### src/swm_regs.vh
// Constants for the single-wire bus master: commands, slot timing, codes.
// Assumes a 20 MHz system clock; times are in ns, counts in clock cycles.
`ifndef SWM_REGS_VH
`define SWM_REGS_VH

`define SWM_CLK_NS        50
// Least time rounds up to whole cycles
`define SWM_CYC(t)        (((t) + `SWM_CLK_NS - 1) / `SWM_CLK_NS)

// Regular speed timing, ns
`define SWM_REG_RSTL_NS   480000
`define SWM_REG_PSMP_NS   70000
`define SWM_REG_RREC_NS   410000
`define SWM_REG_SLOT_NS   70000
`define SWM_REG_W0L_NS    60000
`define SWM_REG_W1L_NS    6000
`define SWM_REG_RDL_NS    6000
`define SWM_REG_RDS_NS    13000
// Overdrive timing, ns
`define SWM_OD_RSTL_NS    70000
`define SWM_OD_PSMP_NS    8500
`define SWM_OD_RREC_NS    40000
`define SWM_OD_SLOT_NS    10000
`define SWM_OD_W0L_NS     8000
`define SWM_OD_W1L_NS     1000
`define SWM_OD_RDL_NS     1000
`define SWM_OD_RDS_NS     1500
// Program pulse and its recovery, ns
`define SWM_PROG_NS       480000
`define SWM_PREC_NS       10000

// Cycle counts
`define SWM_REG_RSTL_CYC  `SWM_CYC(`SWM_REG_RSTL_NS)
`define SWM_REG_PSMP_CYC  `SWM_CYC(`SWM_REG_PSMP_NS)
`define SWM_REG_RREC_CYC  `SWM_CYC(`SWM_REG_RREC_NS)
`define SWM_REG_SLOT_CYC  `SWM_CYC(`SWM_REG_SLOT_NS)
`define SWM_REG_W0L_CYC   `SWM_CYC(`SWM_REG_W0L_NS)
`define SWM_REG_W1L_CYC   `SWM_CYC(`SWM_REG_W1L_NS)
`define SWM_REG_RDL_CYC   `SWM_CYC(`SWM_REG_RDL_NS)
`define SWM_REG_RDS_CYC   `SWM_CYC(`SWM_REG_RDS_NS)
`define SWM_OD_RSTL_CYC   `SWM_CYC(`SWM_OD_RSTL_NS)
`define SWM_OD_PSMP_CYC   `SWM_CYC(`SWM_OD_PSMP_NS)
`define SWM_OD_RREC_CYC   `SWM_CYC(`SWM_OD_RREC_NS)
`define SWM_OD_SLOT_CYC   `SWM_CYC(`SWM_OD_SLOT_NS)
`define SWM_OD_W0L_CYC    `SWM_CYC(`SWM_OD_W0L_NS)
`define SWM_OD_W1L_CYC    `SWM_CYC(`SWM_OD_W1L_NS)
`define SWM_OD_RDL_CYC    `SWM_CYC(`SWM_OD_RDL_NS)
`define SWM_OD_RDS_CYC    `SWM_CYC(`SWM_OD_RDS_NS)
`define SWM_PROG_CYC      `SWM_CYC(`SWM_PROG_NS)
`define SWM_PREC_CYC      `SWM_CYC(`SWM_PREC_NS)

// Slot operations
`define SWM_OP_RST        2'h0
`define SWM_OP_WR         2'h1
`define SWM_OP_RD         2'h2
`define SWM_OP_PROG       2'h3

// Identity-phase selections on rom_op_in
`define SWM_ROP_SKIP      3'h0
`define SWM_ROP_MATCH     3'h1
`define SWM_ROP_READ      3'h2
`define SWM_ROP_SEARCH    3'h3
`define SWM_ROP_OD_SKIP   3'h4
`define SWM_ROP_OD_MATCH  3'h5

// Command codes on the line
`define SWM_CMD_READ_ID   8'h33
`define SWM_CMD_MATCH_ID  8'h55
`define SWM_CMD_SKIP_ID   8'hCC
`define SWM_CMD_SEARCH_ID 8'hF0
`define SWM_CMD_OD_SKIP   8'h3C
`define SWM_CMD_OD_MATCH  8'h69
`define SWM_CMD_WR_STAT   8'h55
`define SWM_CMD_WR_STAT_F 8'hF5

// CRC16 reflected polynomial
`define SWM_CRC_POLY      16'hA001

// Error codes
`define SWM_ERR_NONE      2'h0
`define SWM_ERR_NOPRES    2'h1
`define SWM_ERR_CRC       2'h2
`define SWM_ERR_DATA      2'h3

`endif

### src/swm_crc16.v
// CRC16 generator, one byte per enabled cycle, LSB first.
// Assumes clear and load are one-cycle pulses from the sequencer; enable stays high one cycle per byte.
`include "swm_regs.vh"

module swm_crc16 (
  input  wire        clock_in,
  input  wire        reset_in,
  input  wire        clr_in,
  input  wire        load_in,
  input  wire [15:0] load_val_in,
  input  wire        en_in,
  input  wire [7:0]  byte_in,
  output reg  [15:0] crc_out
);

  function [15:0] crc_step;
    input [15:0] c;
    input [7:0]  d;
    integer      i;
    reg   [15:0] r;
    begin
      r = c;
      for (i = 0; i < 8; i = i + 1) begin
        if (r[0] ^ d[i]) begin
          r = (r >> 1) ^ `SWM_CRC_POLY;
        end else begin
          r = r >> 1;
        end
      end
      crc_step = r;
    end
  endfunction

  always @(posedge clock_in) begin
    if (reset_in || clr_in) begin
      crc_out <= 16'h0000;
    end else if (load_in) begin
      crc_out <= load_val_in;
    end else if (en_in) begin
      crc_out <= crc_step(crc_out, byte_in);
    end
  end

endmodule

### src/swm_master.v
// Bus master for a single-wire add-only memory: identity phase and
// status-memory byte writes. Assumes a pull-up on the line, an external
// 12 V switch driven by prog_en_out, and a user that supplies bytes.
`include "swm_regs.vh"

module swm_master #(
  parameter [19:0] RST_CYC  = `SWM_REG_RSTL_CYC,
  parameter [19:0] RREC_CYC = `SWM_REG_RREC_CYC,
  parameter [19:0] PROG_CYC = `SWM_PROG_CYC
) (
  input  wire        clock_in,
  input  wire        reset_in,
  input  wire        cmd_valid_in,
  output reg         cmd_ready_out,
  input  wire [2:0]  rom_op_in,
  input  wire        long_reset_in,
  input  wire [63:0] rom_id_in,
  input  wire        write_in,
  input  wire        speed_write_in,
  input  wire [15:0] addr_in,
  input  wire [7:0]  data_in,
  input  wire        last_in,
  input  wire        byte_valid_in,
  output reg         byte_ready_out,
  input  wire        line_in,
  output wire        line_oe_n_out,
  output wire        prog_en_out,
  output reg         done_out,
  output reg         error_out,
  output reg  [1:0]  err_code_out,
  output reg         presence_out,
  output reg         crc_ok_out,
  output reg  [7:0]  verify_byte_out,
  output reg  [15:0] addr_out,
  output reg  [63:0] rom_out,
  output reg         overdrive_flag_out
);

  localparam [15:0] S_IDLE   = 16'h0001;
  localparam [15:0] S_RST    = 16'h0002;
  localparam [15:0] S_TX     = 16'h0004;
  localparam [15:0] S_RX     = 16'h0008;
  localparam [15:0] S_ROMD   = 16'h0010;
  localparam [15:0] S_ROMEND = 16'h0020;
  localparam [15:0] S_SRA    = 16'h0040;
  localparam [15:0] S_SRB    = 16'h0080;
  localparam [15:0] S_SRW    = 16'h0100;
  localparam [15:0] S_CALC   = 16'h0200;
  localparam [15:0] S_CRCCHK = 16'h0400;
  localparam [15:0] S_PROG   = 16'h0800;
  localparam [15:0] S_VER    = 16'h1000;
  localparam [15:0] S_NEXT   = 16'h2000;
  localparam [15:0] S_FAIL   = 16'h4000;
  localparam [15:0] S_DONE   = 16'h8000;

  reg [15:0] state_q;
  reg [15:0] ret_q;
  reg [63:0] sh_q;
  reg [6:0]  n_q;
  reg        wait_q;
  reg        go_q;
  reg [1:0]  sop_q;
  reg        sbit_q;
  reg        sod_q;
  reg [2:0]  rop_q;
  reg [63:0] id_q;
  reg        wr_q;
  reg        spd_q;
  reg        long_q;
  reg        last_q;
  reg [7:0]  data_q;
  reg [5:0]  idx_q;
  reg        a_q;
  reg        dir_q;
  reg [31:0] feed_q;
  reg [1:0]  k_q;
  reg        crc_clr_q;
  reg        crc_ld_q;
  reg        crc_en_q;
  reg [7:0]  crc_byte_q;

  wire        slot_done;
  wire        slot_bit;
  wire [15:0] crc_val;
  wire        fin = wait_q && slot_done;

  function [7:0] rom_code;
    input [2:0] op;
    begin
      case (op)
        `SWM_ROP_MATCH:    rom_code = `SWM_CMD_MATCH_ID;
        `SWM_ROP_READ:     rom_code = `SWM_CMD_READ_ID;
        `SWM_ROP_SEARCH:   rom_code = `SWM_CMD_SEARCH_ID;
        `SWM_ROP_OD_SKIP:  rom_code = `SWM_CMD_OD_SKIP;
        `SWM_ROP_OD_MATCH: rom_code = `SWM_CMD_OD_MATCH;
        default:           rom_code = `SWM_CMD_SKIP_ID;
      endcase
    end
  endfunction

  // Starts one slot unless one is already pending
  task issue;
    input [1:0] op;
    input       b;
    begin
      if (!wait_q) begin
        go_q   <= 1'b1;
        wait_q <= 1'b1;
        sop_q  <= op;
        sbit_q <= b;
        sod_q  <= overdrive_flag_out &
                  ~((op == `SWM_OP_RST) && long_q);
      end
    end
  endtask

  swm_slot #(
    .RST_CYC  (RST_CYC),
    .RREC_CYC (RREC_CYC),
    .PROG_CYC (PROG_CYC)
  ) u_slot (
    .clock_in      (clock_in),
    .reset_in      (reset_in),
    .go_in         (go_q),
    .op_in         (sop_q),
    .bit_in        (sbit_q),
    .od_in         (sod_q),
    .line_in       (line_in),
    .done_out      (slot_done),
    .bit_out       (slot_bit),
    .line_oe_n_out (line_oe_n_out),
    .prog_en_out   (prog_en_out)
  );

  swm_crc16 u_crc (
    .clock_in    (clock_in),
    .reset_in    (reset_in),
    .clr_in      (crc_clr_q),
    .load_in     (crc_ld_q),
    .load_val_in (addr_out),
    .en_in       (crc_en_q),
    .byte_in     (crc_byte_q),
    .crc_out     (crc_val)
  );

  always @(posedge clock_in) begin
    if (reset_in) begin
      state_q <= S_IDLE;
      ret_q <= S_IDLE;
      sh_q <= 64'h0;
      n_q <= 7'h00;
      wait_q <= 1'b0;
      go_q <= 1'b0;
      sop_q <= `SWM_OP_RST;
      sbit_q <= 1'b0;
      sod_q <= 1'b0;
      rop_q <= `SWM_ROP_SKIP;
      id_q <= 64'h0;
      wr_q <= 1'b0;
      spd_q <= 1'b0;
      long_q <= 1'b0;
      last_q <= 1'b0;
      data_q <= 8'h00;
      idx_q <= 6'h00;
      a_q <= 1'b0;
      dir_q <= 1'b0;
      feed_q <= 32'h0;
      k_q <= 2'h0;
      crc_clr_q <= 1'b0;
      crc_ld_q <= 1'b0;
      crc_en_q <= 1'b0;
      crc_byte_q <= 8'h00;
      cmd_ready_out <= 1'b0;
      byte_ready_out <= 1'b0;
      done_out <= 1'b0;
      error_out <= 1'b0;
      err_code_out <= `SWM_ERR_NONE;
      presence_out <= 1'b0;
      crc_ok_out <= 1'b0;
      verify_byte_out <= 8'h00;
      addr_out <= 16'h0000;
      rom_out <= 64'h0;
      overdrive_flag_out <= 1'b0;
    end else begin
      go_q <= 1'b0;
      done_out <= 1'b0;
      crc_clr_q <= 1'b0;
      crc_ld_q <= 1'b0;
      crc_en_q <= 1'b0;
      if (fin) begin
        wait_q <= 1'b0;
      end
      case (state_q)
        S_IDLE: begin
          cmd_ready_out <= 1'b1;
          if (cmd_valid_in && cmd_ready_out) begin
            cmd_ready_out <= 1'b0;
            rop_q <= rom_op_in;
            id_q <= rom_id_in;
            wr_q <= write_in;
            spd_q <= speed_write_in;
            long_q <= long_reset_in;
            addr_out <= addr_in;
            data_q <= data_in;
            last_q <= last_in;
            error_out <= 1'b0;
            err_code_out <= `SWM_ERR_NONE;
            crc_ok_out <= 1'b0;
            state_q <= S_RST;
          end
        end
        S_RST: begin
          issue(`SWM_OP_RST, 1'b0);
          if (fin) begin
            if (long_q) begin
              overdrive_flag_out <= 1'b0;
            end
            presence_out <= slot_bit;
            if (!slot_bit) begin
              err_code_out <= `SWM_ERR_NOPRES;
              state_q <= S_DONE;
            end else begin
              sh_q <= {56'h0, rom_code(rop_q)};
              n_q <= 7'd8;
              ret_q <= S_ROMD;
              state_q <= S_TX;
            end
          end
        end
        S_TX: begin
          issue(`SWM_OP_WR, sh_q[0]);
          if (fin) begin
            sh_q <= {1'b0, sh_q[63:1]};
            n_q <= n_q - 7'd1;
            if (n_q == 7'd1) begin
              state_q <= ret_q;
            end
          end
        end
        S_RX: begin
          issue(`SWM_OP_RD, 1'b1);
          if (fin) begin
            sh_q <= {slot_bit, sh_q[63:1]};
            n_q <= n_q - 7'd1;
            if (n_q == 7'd1) begin
              state_q <= ret_q;
            end
          end
        end
        S_ROMD: begin
          if (rop_q == `SWM_ROP_OD_SKIP || rop_q == `SWM_ROP_OD_MATCH) begin
            overdrive_flag_out <= 1'b1;
          end
          ret_q <= S_ROMEND;
          idx_q <= 6'h00;
          n_q <= 7'd64;
          sh_q <= id_q;
          case (rop_q)
            `SWM_ROP_MATCH, `SWM_ROP_OD_MATCH: state_q <= S_TX;
            `SWM_ROP_READ:   state_q <= S_RX;
            `SWM_ROP_SEARCH: state_q <= S_SRA;
            default:         state_q <= S_ROMEND;
          endcase
        end
        S_SRA: begin
          issue(`SWM_OP_RD, 1'b1);
          if (fin) begin
            a_q <= slot_bit;
            state_q <= S_SRB;
          end
        end
        S_SRB: begin
          issue(`SWM_OP_RD, 1'b1);
          if (fin) begin
            if (a_q && slot_bit) begin
              err_code_out <= `SWM_ERR_DATA;
              state_q <= S_FAIL;
            end else begin
              // Devices with the other value drop out
              dir_q <= (a_q != slot_bit) ? a_q : id_q[idx_q];
              state_q <= S_SRW;
            end
          end
        end
        S_SRW: begin
          issue(`SWM_OP_WR, dir_q);
          if (fin) begin
            rom_out[idx_q] <= dir_q;
            idx_q <= idx_q + 6'h01;
            state_q <= (idx_q == 6'h3F) ? S_ROMEND : S_SRA;
          end
        end
        S_ROMEND: begin
          if (rop_q == `SWM_ROP_READ) begin
            rom_out <= sh_q;
          end
          if (!wr_q) begin
            state_q <= S_DONE;
          end else begin
            // Command, address low, address high, data
            feed_q <= {data_q, addr_out[15:8], addr_out[7:0],
                       spd_q ? `SWM_CMD_WR_STAT_F : `SWM_CMD_WR_STAT};
            sh_q <= {32'h0, data_q, addr_out[15:8], addr_out[7:0],
                     spd_q ? `SWM_CMD_WR_STAT_F : `SWM_CMD_WR_STAT};
            crc_clr_q <= 1'b1;
            k_q <= 2'h0;
            n_q <= 7'd32;
            ret_q <= S_CALC;
            state_q <= S_TX;
          end
        end
        S_CALC: begin
          crc_en_q <= 1'b1;
          crc_byte_q <= feed_q[7:0];
          feed_q <= {8'h00, feed_q[31:8]};
          k_q <= k_q + 2'h1;
          if (k_q == 2'h3) begin
            n_q <= 7'd16;
            ret_q <= S_CRCCHK;
            state_q <= spd_q ? S_PROG : S_RX;
          end
        end
        S_CRCCHK: begin
          // Device returns the CRC inverted; top-bit forcing shows here
          if (~sh_q[63:48] == crc_val) begin
            crc_ok_out <= 1'b1;
            state_q <= S_PROG;
          end else begin
            crc_ok_out <= 1'b0;
            err_code_out <= `SWM_ERR_CRC;
            state_q <= S_FAIL;
          end
        end
        S_PROG: begin
          issue(`SWM_OP_PROG, 1'b1);
          if (fin) begin
            n_q <= 7'd8;
            ret_q <= S_VER;
            state_q <= S_RX;
          end
        end
        S_VER: begin
          verify_byte_out <= sh_q[63:56];
          if ((sh_q[63:56] & ~data_q) != 8'h00) begin
            err_code_out <= `SWM_ERR_DATA;
            state_q <= S_FAIL;
          end else begin
            addr_out <= addr_out + 16'h0001;
            state_q <= last_q ? S_DONE : S_NEXT;
          end
        end
        S_NEXT: begin
          byte_ready_out <= 1'b1;
          if (byte_valid_in && byte_ready_out) begin
            byte_ready_out <= 1'b0;
            data_q <= data_in;
            last_q <= last_in;
            crc_ld_q <= 1'b1;
            feed_q <= {24'h0, data_in};
            sh_q <= {56'h0, data_in};
            k_q <= 2'h3;
            n_q <= 7'd8;
            ret_q <= S_CALC;
            state_q <= S_TX;
          end
        end
        S_FAIL: begin
          issue(`SWM_OP_RST, 1'b0);
          if (fin) begin
            if (long_q) begin
              overdrive_flag_out <= 1'b0;
            end
            state_q <= S_DONE;
          end
        end
        S_DONE: begin
          done_out <= 1'b1;
          error_out <= (err_code_out != `SWM_ERR_NONE);
          state_q <= S_IDLE;
        end
        default: begin
          state_q <= S_IDLE;
        end
      endcase
    end
  end

endmodule

### src/swm_slot.v
// Time-slot engine: reset/presence, write bit, read bit, program pulse.
// Assumes one open-drain line with pull-up; line_in is asynchronous.
`include "swm_regs.vh"

module swm_slot #(
  parameter [19:0] RST_CYC  = `SWM_REG_RSTL_CYC,
  parameter [19:0] RREC_CYC = `SWM_REG_RREC_CYC,
  parameter [19:0] PROG_CYC = `SWM_PROG_CYC
) (
  input  wire       clock_in,
  input  wire       reset_in,
  input  wire       go_in,
  input  wire [1:0] op_in,
  input  wire       bit_in,
  input  wire       od_in,
  input  wire       line_in,
  output reg        done_out,
  output reg        bit_out,
  output reg        line_oe_n_out,
  output reg        prog_en_out
);

  localparam [19:0] REG_PSMP = `SWM_REG_PSMP_CYC;
  localparam [19:0] REG_SLOT = `SWM_REG_SLOT_CYC;
  localparam [19:0] REG_W0L  = `SWM_REG_W0L_CYC;
  localparam [19:0] REG_W1L  = `SWM_REG_W1L_CYC;
  localparam [19:0] REG_RDL  = `SWM_REG_RDL_CYC;
  localparam [19:0] REG_RDS  = `SWM_REG_RDS_CYC;
  localparam [19:0] OD_RSTL  = `SWM_OD_RSTL_CYC;
  localparam [19:0] OD_PSMP  = `SWM_OD_PSMP_CYC;
  localparam [19:0] OD_RREC  = `SWM_OD_RREC_CYC;
  localparam [19:0] OD_SLOT  = `SWM_OD_SLOT_CYC;
  localparam [19:0] OD_W0L   = `SWM_OD_W0L_CYC;
  localparam [19:0] OD_W1L   = `SWM_OD_W1L_CYC;
  localparam [19:0] OD_RDL   = `SWM_OD_RDL_CYC;
  localparam [19:0] OD_RDS   = `SWM_OD_RDS_CYC;
  localparam [19:0] PREC     = `SWM_PREC_CYC;

  reg        line_m_q;
  reg        line_s_q;
  reg        busy_q;
  reg [1:0]  op_q;
  reg        b_q;
  reg        od_q;
  reg [19:0] cnt_q;
  reg [19:0] low;
  reg [19:0] smp;
  reg [19:0] tot;

  // Phase lengths of the current slot, picked by speed
  always @* begin
    low = 20'h00000;
    smp = 20'hFFFFF;
    tot = 20'h00001;
    case (op_q)
      `SWM_OP_RST: begin
        low = od_q ? OD_RSTL : RST_CYC;
        smp = low + (od_q ? OD_PSMP : REG_PSMP);
        tot = low + (od_q ? OD_RREC : RREC_CYC);
      end
      `SWM_OP_WR: begin
        if (b_q) begin
          low = od_q ? OD_W1L : REG_W1L;
        end else begin
          low = od_q ? OD_W0L : REG_W0L;
        end
        tot = od_q ? OD_SLOT : REG_SLOT;
      end
      `SWM_OP_RD: begin
        low = od_q ? OD_RDL : REG_RDL;
        smp = od_q ? OD_RDS : REG_RDS;
        tot = od_q ? OD_SLOT : REG_SLOT;
      end
      default: begin
        tot = PROG_CYC + PREC;
      end
    endcase
  end

  always @(posedge clock_in) begin
    if (reset_in) begin
      line_m_q      <= 1'b1;
      line_s_q      <= 1'b1;
      busy_q        <= 1'b0;
      op_q          <= `SWM_OP_RST;
      b_q           <= 1'b0;
      od_q          <= 1'b0;
      cnt_q         <= 20'h00000;
      done_out      <= 1'b0;
      bit_out       <= 1'b0;
      line_oe_n_out <= 1'b1;
      prog_en_out   <= 1'b0;
    end else begin
      line_m_q <= line_in;
      line_s_q <= line_m_q;
      done_out <= 1'b0;
      if (!busy_q && go_in) begin
        busy_q <= 1'b1;
        op_q   <= op_in;
        b_q    <= bit_in;
        od_q   <= od_in;
        cnt_q  <= 20'h00000;
      end else if (busy_q) begin
        cnt_q <= cnt_q + 20'h00001;
        if (cnt_q == smp) begin
          bit_out <= (op_q == `SWM_OP_RST) ? ~line_s_q : line_s_q;
        end
        if (cnt_q == tot - 20'h00001) begin
          busy_q   <= 1'b0;
          done_out <= 1'b1;
        end
      end
      // Only low phases pull the line; idle high between slots
      line_oe_n_out <= ~(busy_q && (cnt_q < low));
      prog_en_out   <= busy_q && (op_q == `SWM_OP_PROG) &&
                       (cnt_q < PROG_CYC);
    end
  end

endmodule

### config.mk
export PLATFORM = sky130hd
export DESIGN_NAME = swm_master
export DESIGN_NICKNAME = d
export VERILOG_FILES = /design/src/swm_crc16.v /design/src/swm_master.v /design/src/swm_slot.v
export VERILOG_INCLUDE_DIRS = /design/src
export SDC_FILE = /design/constraint.sdc
export NUM_CORES = 1
export LEC_CHECK = 0
export BUFFER_PORTS_ARGS = -buffer_cell sky130_fd_sc_hd__clkbuf_2
export CAP_MARGIN = 0
export CORE_ASPECT_RATIO = 0.75
export CORE_MARGIN = 5
export CORE_UTILIZATION = 25
export CTS_BUF_LIST = sky130_fd_sc_hd__clkbuf_4
export DETAILED_ROUTE_END_ITERATION = 7
export PLACE_DENSITY = 0.45
export REMOVE_ABC_BUFFERS = 1
export SETUP_SLACK_MARGIN = 0.15
export SKIP_LAST_GASP = 1
export SYNTH_ARGS = -nofsm -noshare
export SYNTH_HDL_FRONTEND = slang
export SYNTH_HIERARCHICAL = 1
export SYNTH_SLANG_ARGS = --single-unit
export TNS_END_PERCENT = 5
### constraint.sdc
create_clock -name clock_in -period 3.4 [get_ports clock_in]
set_input_delay 0.51 -clock clock_in [delete_from_list [all_inputs] [get_ports clock_in]]
set_output_delay 0.51 -clock clock_in [all_outputs]
set_load 0.02 [all_outputs]
* Yosys cells after proc, flatten, opt, wreduce, memory -nomap -nowiden
Cells that the tools add are included.
Cells by class: reduce and logical (&&, ||, !) cells 66, bitwise operators 29, $lt $le $gt $ge 4, equal/unequal tests 63, muxes and demuxes 157, add/sub/neg operators 8
Operators with widths (count):
- two-way mux 16 bit | 54
- two-way mux 64 bit | 8
- one-hot mux 64 bit (6 select lines) | 1
- one-hot mux 16 bit (14 select lines) | 1
- one-hot mux 64 bit (2 select lines) | 1
- one-hot mux 16 bit (6 select lines) | 1
- one-hot mux 32 bit (3 select lines) | 1
- one-hot mux 20 bit (2 select lines) | 2
- bitwise mux 64 bit | 1
- two-way mux 32 bit | 2
- two-way mux 7 bit | 9
- one-hot mux 20 bit (3 select lines) | 1
- != test 2 bit (second input constant) | 27
- one-hot mux 7 bit (7 select lines) | 1
- adder 20 bit | 2
- equality test 20 bit | 2
- one-hot mux 8 bit (5 select lines) | 1
- two-way mux 11 bit | 3
- one-hot mux 16 bit (2 select lines) | 1
- two-way mux 1 bit | 31
- two-way mux 15 bit | 2
- two-way mux 14 bit | 2
- two-way mux 2 bit | 13
- two-way mux 8 bit | 3
- 80 further kinds | 157
Word-level totals: input port bits 100, output and inout port bits 99, flip-flop bits (word level) 385, logic and storage cells 375

* Longest topological paths before layout
word-level depth 39, mapped depth 12, depth with buffers taken out 11

* Hierarchy
Netlist, hierarchy kept.
Modules (own cells, without submodules):
- swm_master | area an instance 15891.5 um^2, seq. area each 6566.3 um^2, instances 1, cells each 2026
- swm_slot | area an instance 2110.8 um^2, seq. area each 620.6 um^2, instances 1, cells each 272
- swm_crc16 | area an instance 970.9 um^2, seq. area each 320.3 um^2, instances 1, cells each 113

* Worst setup path before layout
No wires, ideal clock.
path kind flip-flop to flip-flop, start point register state_q[8], end point register sh_q[3], setup time 128 ps, stages on the path, launching flop included 11, path buffers 3, arrival time 2393 ps, period minus slack after synthesis 2520 ps, slack 880 ps, data required time 3272 ps, path through dfxtp_1 -> buf_6 -> or4_4 -> buf_6 -> nor3_4 -> nand3_4 -> a41o_1 -> a31oi_4 -> buf_6 -> mux2i_1 -> nor2_1
On the way: cells in the longest elaborated chain, start to end 3, elaborated cells on any way between the ends 15, classes of those cells 12 x eq/ne; 1 x mux; 2 x reduce/logical
Ends and longest elaborated chain:
- from (decl) | RTL line swm_master.v:56 | reg [15:0] state_q;
- from (signal assigned) | RTL line swm_master.v:236 | state_q <= ret_q;
- from (signal assigned) | RTL line swm_master.v:246 | state_q <= ret_q;
- from (signal assigned) | RTL line swm_master.v:290 | state_q <= (idx_q == 6'h3F) ? S_ROMEND : S_SRA;
- equality test 16 x 14 -> 1 bit (tied with other cells) | RTL line swm_master.v:193 | case (state_q)
- nonzero test 6 bit (no line) (tied with other cells)
- AND reduction 7 bit (no line)
- to (signal assigned) | RTL line swm_master.v:223 | sh_q <= {56'h0, rom_code(rop_q)};
- to (signal assigned) | RTL line swm_master.v:233 | sh_q <= {1'b0, sh_q[63:1]};
- to (signal assigned) | RTL line swm_master.v:243 | sh_q <= {slot_bit, sh_q[63:1]};
- to (decl) | RTL line swm_master.v:58 | reg [63:0] sh_q;
Parallel ways exist; a longest one is shown, timed or not. A chain may end at the register's enable or synchronous reset.

* Worst setup path in the final report
start point register state_q[6], end point register sop_q[0]
On the way: cells in the longest elaborated chain, start to end 4, elaborated cells on any way between the ends 18, classes of those cells 12 x eq/ne; 1 x mux; 5 x reduce/logical
Ends and longest elaborated chain:
- equality test 16 x 8 -> 1 bit (tied with other cells) | RTL line swm_master.v:193
- OR reduction 3 bit (no line) or OR reduction 2 bit (tied branches)
- != test 2 bit (no line) or nonzero test 4 bit (tied branches)
- AND reduction 5 bit (no line)
- to (signal assigned) | RTL line swm_master.v:154 | sop_q <= `SWM_OP_RST;
- to (decl) | RTL line swm_master.v:62 | reg [1:0] sop_q;
Parallel ways exist; a longest one is shown, timed or not.

==> flow_metrics.env <==
export IMPL_run_status="finished with violations"
export IMPL_violations_in_the_final_reports="design-rule violations"
export IMPL_number_of_top_level_pins=199
export IMPL_hold_path_class="input pin to register"
export IMPL_hold_violations=0
export IMPL_gpl_final_weighted_congestion=0.939
export IMPL_htree_levels=3
export IMPL_worst_path_required_ns=4.16
export IMPL_worstReg2RegEnd="sop_q[0]$_SDFFE_PP0P_"
export IMPL_grt_first_pass_wirelength_um=122000
export IMPL_placedCellCount=3495
export IMPL_synth_top_area_share_pct=39.6
export IMPL_synth_top_cells_by_area="sky130_fd_sc_hd__dfxtp_1 40%, sky130_fd_sc_hd__nand2_1 7.2%, sky130_fd_sc_hd__a21oi_1 6.5%"
export IMPL_grt_pass1_vias=18962
export IMPL_finalNonFillerCells=3787
export IMPL_detail_route_drc_violations=3
export IMPL_detailroute_via_count=19629
export IMPL_crit_fanout=8
export IMPL_ffs_w_async_s_r_synth_pct=0
export IMPL_detail_route_wirelength_um=81100
export IMPL_chipHeight_um=249
export IMPL_r2r_worst_path_cells=7
export IMPL_total_design_power_mw=10.7
export IMPL_cp_capture_point="sop_q[0]$_SDFFE_PP0P_"
export IMPL_grt_setup_unrepaired="no"
export IMPL_critical_path_top_delay_family="simple AND/OR/NAND/NOR gates"
export IMPL_detail_route_wl_per_cell_um=21.4
export IMPL_cp_slowest_stage_delay_ns=0.69
export IMPL_top_usage_layer="met2"
export IMPL_synthesis_area_um2=19000
export IMPL_clk_root_buffer_cell="sky130_fd_sc_hd__clkbuf_4"
export IMPL_timing_worst_slew_pin_value_ns=1.21
export IMPL_clockBufferDepth=3
export IMPL_tritoncts="built"
export IMPL_avgViaCountPerCell=5.18
export IMPL_final_cell_mix="375 x sky130_fd_sc_hd__dfxtp_1, 365 x sky130_fd_sc_hd__nand2_1, 243 x sky130_fd_sc_hd__a21oi_1, 223 x sky130_fd_sc_hd__o21ai_0, 197 x sky130_fd_sc_hd__clkbuf_2"
export IMPL_layout_commonest_cell="sky130_fd_sc_hd__dfxtp_1"
export IMPL_synth_edf_count=0
export IMPL_timing_critical_path_arrival_ns=3.76
export IMPL_timing_slew_headroom_pct=18.8
export IMPL_worst_path_stages=7
export IMPL_post_route_worst_setup_slack_ns=0.400
export IMPL_clk_latency_ns=0.94
export IMPL_placed_area_um2=21000
export IMPL_dpl_hpwl_um=56900
export IMPL_cp_num_buf_inv=0
export IMPL_cts_num_sinks=375
export IMPL_synth_top_cell_by_area="sky130_fd_sc_hd__dfxtp_1"
export IMPL_grt_start_max_net_pins=114
export IMPL_post_synth_num_cell_types=82
export IMPL_fp_dieW_um=328
export IMPL_fin_worst_skew_ns=0.0895
export IMPL_clk_pin_slew_worst_paths_ns=0.06
export IMPL_gr_usage_all_layers_pct=19.2
export IMPL_setup_viol=0
export IMPL_crit_slowest_cell="sky130_fd_sc_hd__or4_4"
export IMPL_reg2reg_slack_ns=0.40
export IMPL_place_worst_setup_slack_ns=0.470
export IMPL_power_density_nw_per_um2=460
export IMPL_area_sequential_um2=7510
export IMPL_finish_instance_area_um2=23300
export IMPL_port_buffers=198
export IMPL_worstSetupEndpointType="register"
export IMPL_global_route_usage_met1_pct=27.2
export IMPL_initial_utilization_pct=25.2
export IMPL_finalCritPeriodShare_pct=88.2
export IMPL_synth_seq_cells=375
export IMPL_post_synthesis_instance_total=2411
export IMPL_drt_first_pass_iters=8
export IMPL_grt_use_met3_pct=4.05
export IMPL_die_area_um2=81600
export IMPL_floorplan_row_count=87
export IMPL_startpoint="state_q[6]$_SDFFE_PP0P_"
export IMPL_fp_coreArea_um2=75200
export IMPL_part_of_the_yosys_area_used_for_sequential_elements_pct=39.6
export IMPL_timing_worst_setup_path_type="register to register"
export IMPL_timing_final_crit_period_ns=3.00
export IMPL_power_leakage_nw=8.31
export IMPL_slew_violations=0
export IMPL_multi_input_comb_area_um2=10500
export IMPL_syn_area_per_cell_um2=7.87
export IMPL_final_fill_count=8146
export IMPL_crit_path_start_kind="register"
export IMPL_num_nets_final=2796
export IMPL_drt_iter0_drc=1859
export IMPL_max_cap_viols=0
export IMPL_max_clock_freq_mhz=333
export IMPL_layout_drive_gt1_share_pct=17.8
export IMPL_timing_critical_path_cells="or4_4 > nor3_2 > and3_1 > a2111o_1 > nor2b_1 > nor2_1 > a311oi_1"
export IMPL_drt_antenna_violating_nets=0
export IMPL_syn2layout_area_growth_pct=23.0
export IMPL_postSynth_topFlopCell="sky130_fd_sc_hd__dfxtp_1"
export IMPL_synthesis_warnings=6
export IMPL_cts_inserted_buffers=101
export IMPL_vdd_drop_max_v=0.000311
export IMPL_post_cts_repair_setup_buffers=0
export IMPL_number_of_antenna_violations_at_the_first_check_in_global_routing=4
export IMPL_r2r_start="state_q[6]$_SDFFE_PP0P_"
export IMPL_grt_ovfl_total=0
export IMPL_grt_util_met2_pct=30.2
-- cells in the mapped netlist (6+ instances only) --
library cell               number
sky130_fd_sc_hd__o22ai_1       12
sky130_fd_sc_hd__a22oi_1       50
sky130_fd_sc_hd__nor2b_1       16
sky130_fd_sc_hd__xor2_1        32
sky130_fd_sc_hd__clkbuf_1     132
sky130_fd_sc_hd__a311oi_1       7
sky130_fd_sc_hd__a211o_1        6
sky130_fd_sc_hd__and3_1        21
sky130_fd_sc_hd__nand2_1      365
sky130_fd_sc_hd__nand3_1      152
sky130_fd_sc_hd__dfxtp_1      375
sky130_fd_sc_hd__a21o_1        11
sky130_fd_sc_hd__o21ai_1       25
sky130_fd_sc_hd__buf_4         10
sky130_fd_sc_hd__nand2b_1      15
sky130_fd_sc_hd__and2_1        10
sky130_fd_sc_hd__o21ai_0      223
sky130_fd_sc_hd__or2_2          7
sky130_fd_sc_hd__inv_1         24
sky130_fd_sc_hd__nor4b_1       11
sky130_fd_sc_hd__xnor2_1       37
sky130_fd_sc_hd__a21oi_1      245
sky130_fd_sc_hd__o211ai_1      10
sky130_fd_sc_hd__nand4_1       24
sky130_fd_sc_hd__nor3_1        39
sky130_fd_sc_hd__a222oi_1      27
sky130_fd_sc_hd__a31oi_1        9
sky130_fd_sc_hd__buf_2         46
sky130_fd_sc_hd__nor3b_1        9
sky130_fd_sc_hd__ha_1          23
sky130_fd_sc_hd__buf_1         10
sky130_fd_sc_hd__nor4_1        10
sky130_fd_sc_hd__a211oi_1      91
sky130_fd_sc_hd__nor2_1       172
sky130_fd_sc_hd__mux2i_1       35
sky130_fd_sc_hd__or3_1          7
sky130_fd_sc_hd__buf_6          9
sky130_fd_sc_hd__mux4_2         8
-- power by group --
part	switching [mW]	internal, mW	total [mW]
logic	0.964	0.586	1.55
registers	0.374	4.58	4.96
clock network	2.10	2.12	4.22
total	3.43	7.29	10.7
-- worst reg2reg max path, stage by stage, from the launching register on --
cell,delay [ns]
sky130_fd_sc_hd__dfxtp_1,0.42
sky130_fd_sc_hd__or4_4,0.69
sky130_fd_sc_hd__nor3_2,0.34
sky130_fd_sc_hd__and3_1,0.36
sky130_fd_sc_hd__a2111o_1,0.20
sky130_fd_sc_hd__nor2b_1,0.50
sky130_fd_sc_hd__nor2_1,0.08
sky130_fd_sc_hd__a311oi_1,0.25
-- cell families (layout without fill, tap and decap cells) --
group	Yosys count	count (layout)	synth area share, %
AO/OA/AOI/OAI	761	761	24.3
AND/OR/NAND/NOR	899	899	22.5
flip-flops	375	375	39.6
multiplexers	48	48	3.09
adder cells (fa/ha/maj)	23	23	1.52
other	0	8	0
buffers and inverters	235	580	5.63
XOR/XNOR	70	70	3.32
-- final cells by class --
| class | count | area share [%] |
|---|---|---|
| diodes | 8 | 0.0858 |
| clock buffers | 151 | 4.86 |
| clock inverters | 35 | 0.783 |
| inverters | 26 | 0.429 |
| multi-input cells | 1801 | 44.9 |
| flip-flops and latches | 375 | 32.2 |
| well taps | 1023 | 5.48 |
| repair buffers | 368 | 11.3 |
-- through the flow --
stage                     TNS, ns  util, %  hold WS [ns]
after global placement          0     27.9         0.401
after CTS                       0     31.0         0.220
after floorplan           -564.59        -         0.389
final                           0     31.0         0.288
after detailed placement        0     27.9         0.399
after global routing            0     31.0         0.285
-- worst min path at each step --
stage | startpoint | end | slack, ns | cells after the start
5_1_grt | cmd_valid_in | addr_out[0]$_SDFFE_PP0P_ | 0.28 | 5
4_1_cts | cmd_valid_in | addr_out[0]$_SDFFE_PP0P_ | 0.22 | 5
3_5_place_dp | u_slot/line_m_q$_SDFF_PP1_ | u_slot/line_s_q$_SDFF_PP1_ | 0.40 | 1
3_3_place_gp | u_slot/line_m_q$_SDFF_PP1_ | u_slot/line_s_q$_SDFF_PP1_ | 0.40 | 1
2_1_floorplan | u_slot/line_m_q$_SDFF_PP1_ | u_slot/line_s_q$_SDFF_PP1_ | 0.39 | 1
6_report | cmd_valid_in | addr_out[0]$_SDFFE_PP0P_ | 0.29 | 5
-- timing repair --
item,4_1_cts,5_1_grt
endpoints found under the setup margin,0,1
hold buffers,98,0
hold endpoints to repair,98,0
resized for setup,0,1
-- routing by layer --
layer | routed length [µm] | vias to the layer above
li1 | - | 9288
met1 | 37500 | 9463
met2 | 36500 | 767
met3 | 5860 | 111
met4 | 1310 | 0
met5 | 0 | -
-- state kept, by name (all words and copies together) (netlist names), 3 cells and up --
name and cells:
addr_out 16, crc_byte_q 8, data_q 8, feed_q 32, id_q 64, idx_q 6, n_q 7, ret_q 6
rom_out 64, rop_q 3, sh_q 64, state_q 16, u_crc/crc_out 16, u_slot/cnt_q 20, verify_byte_out 8
No activity file was read; power rests on OpenSTA's default activity.
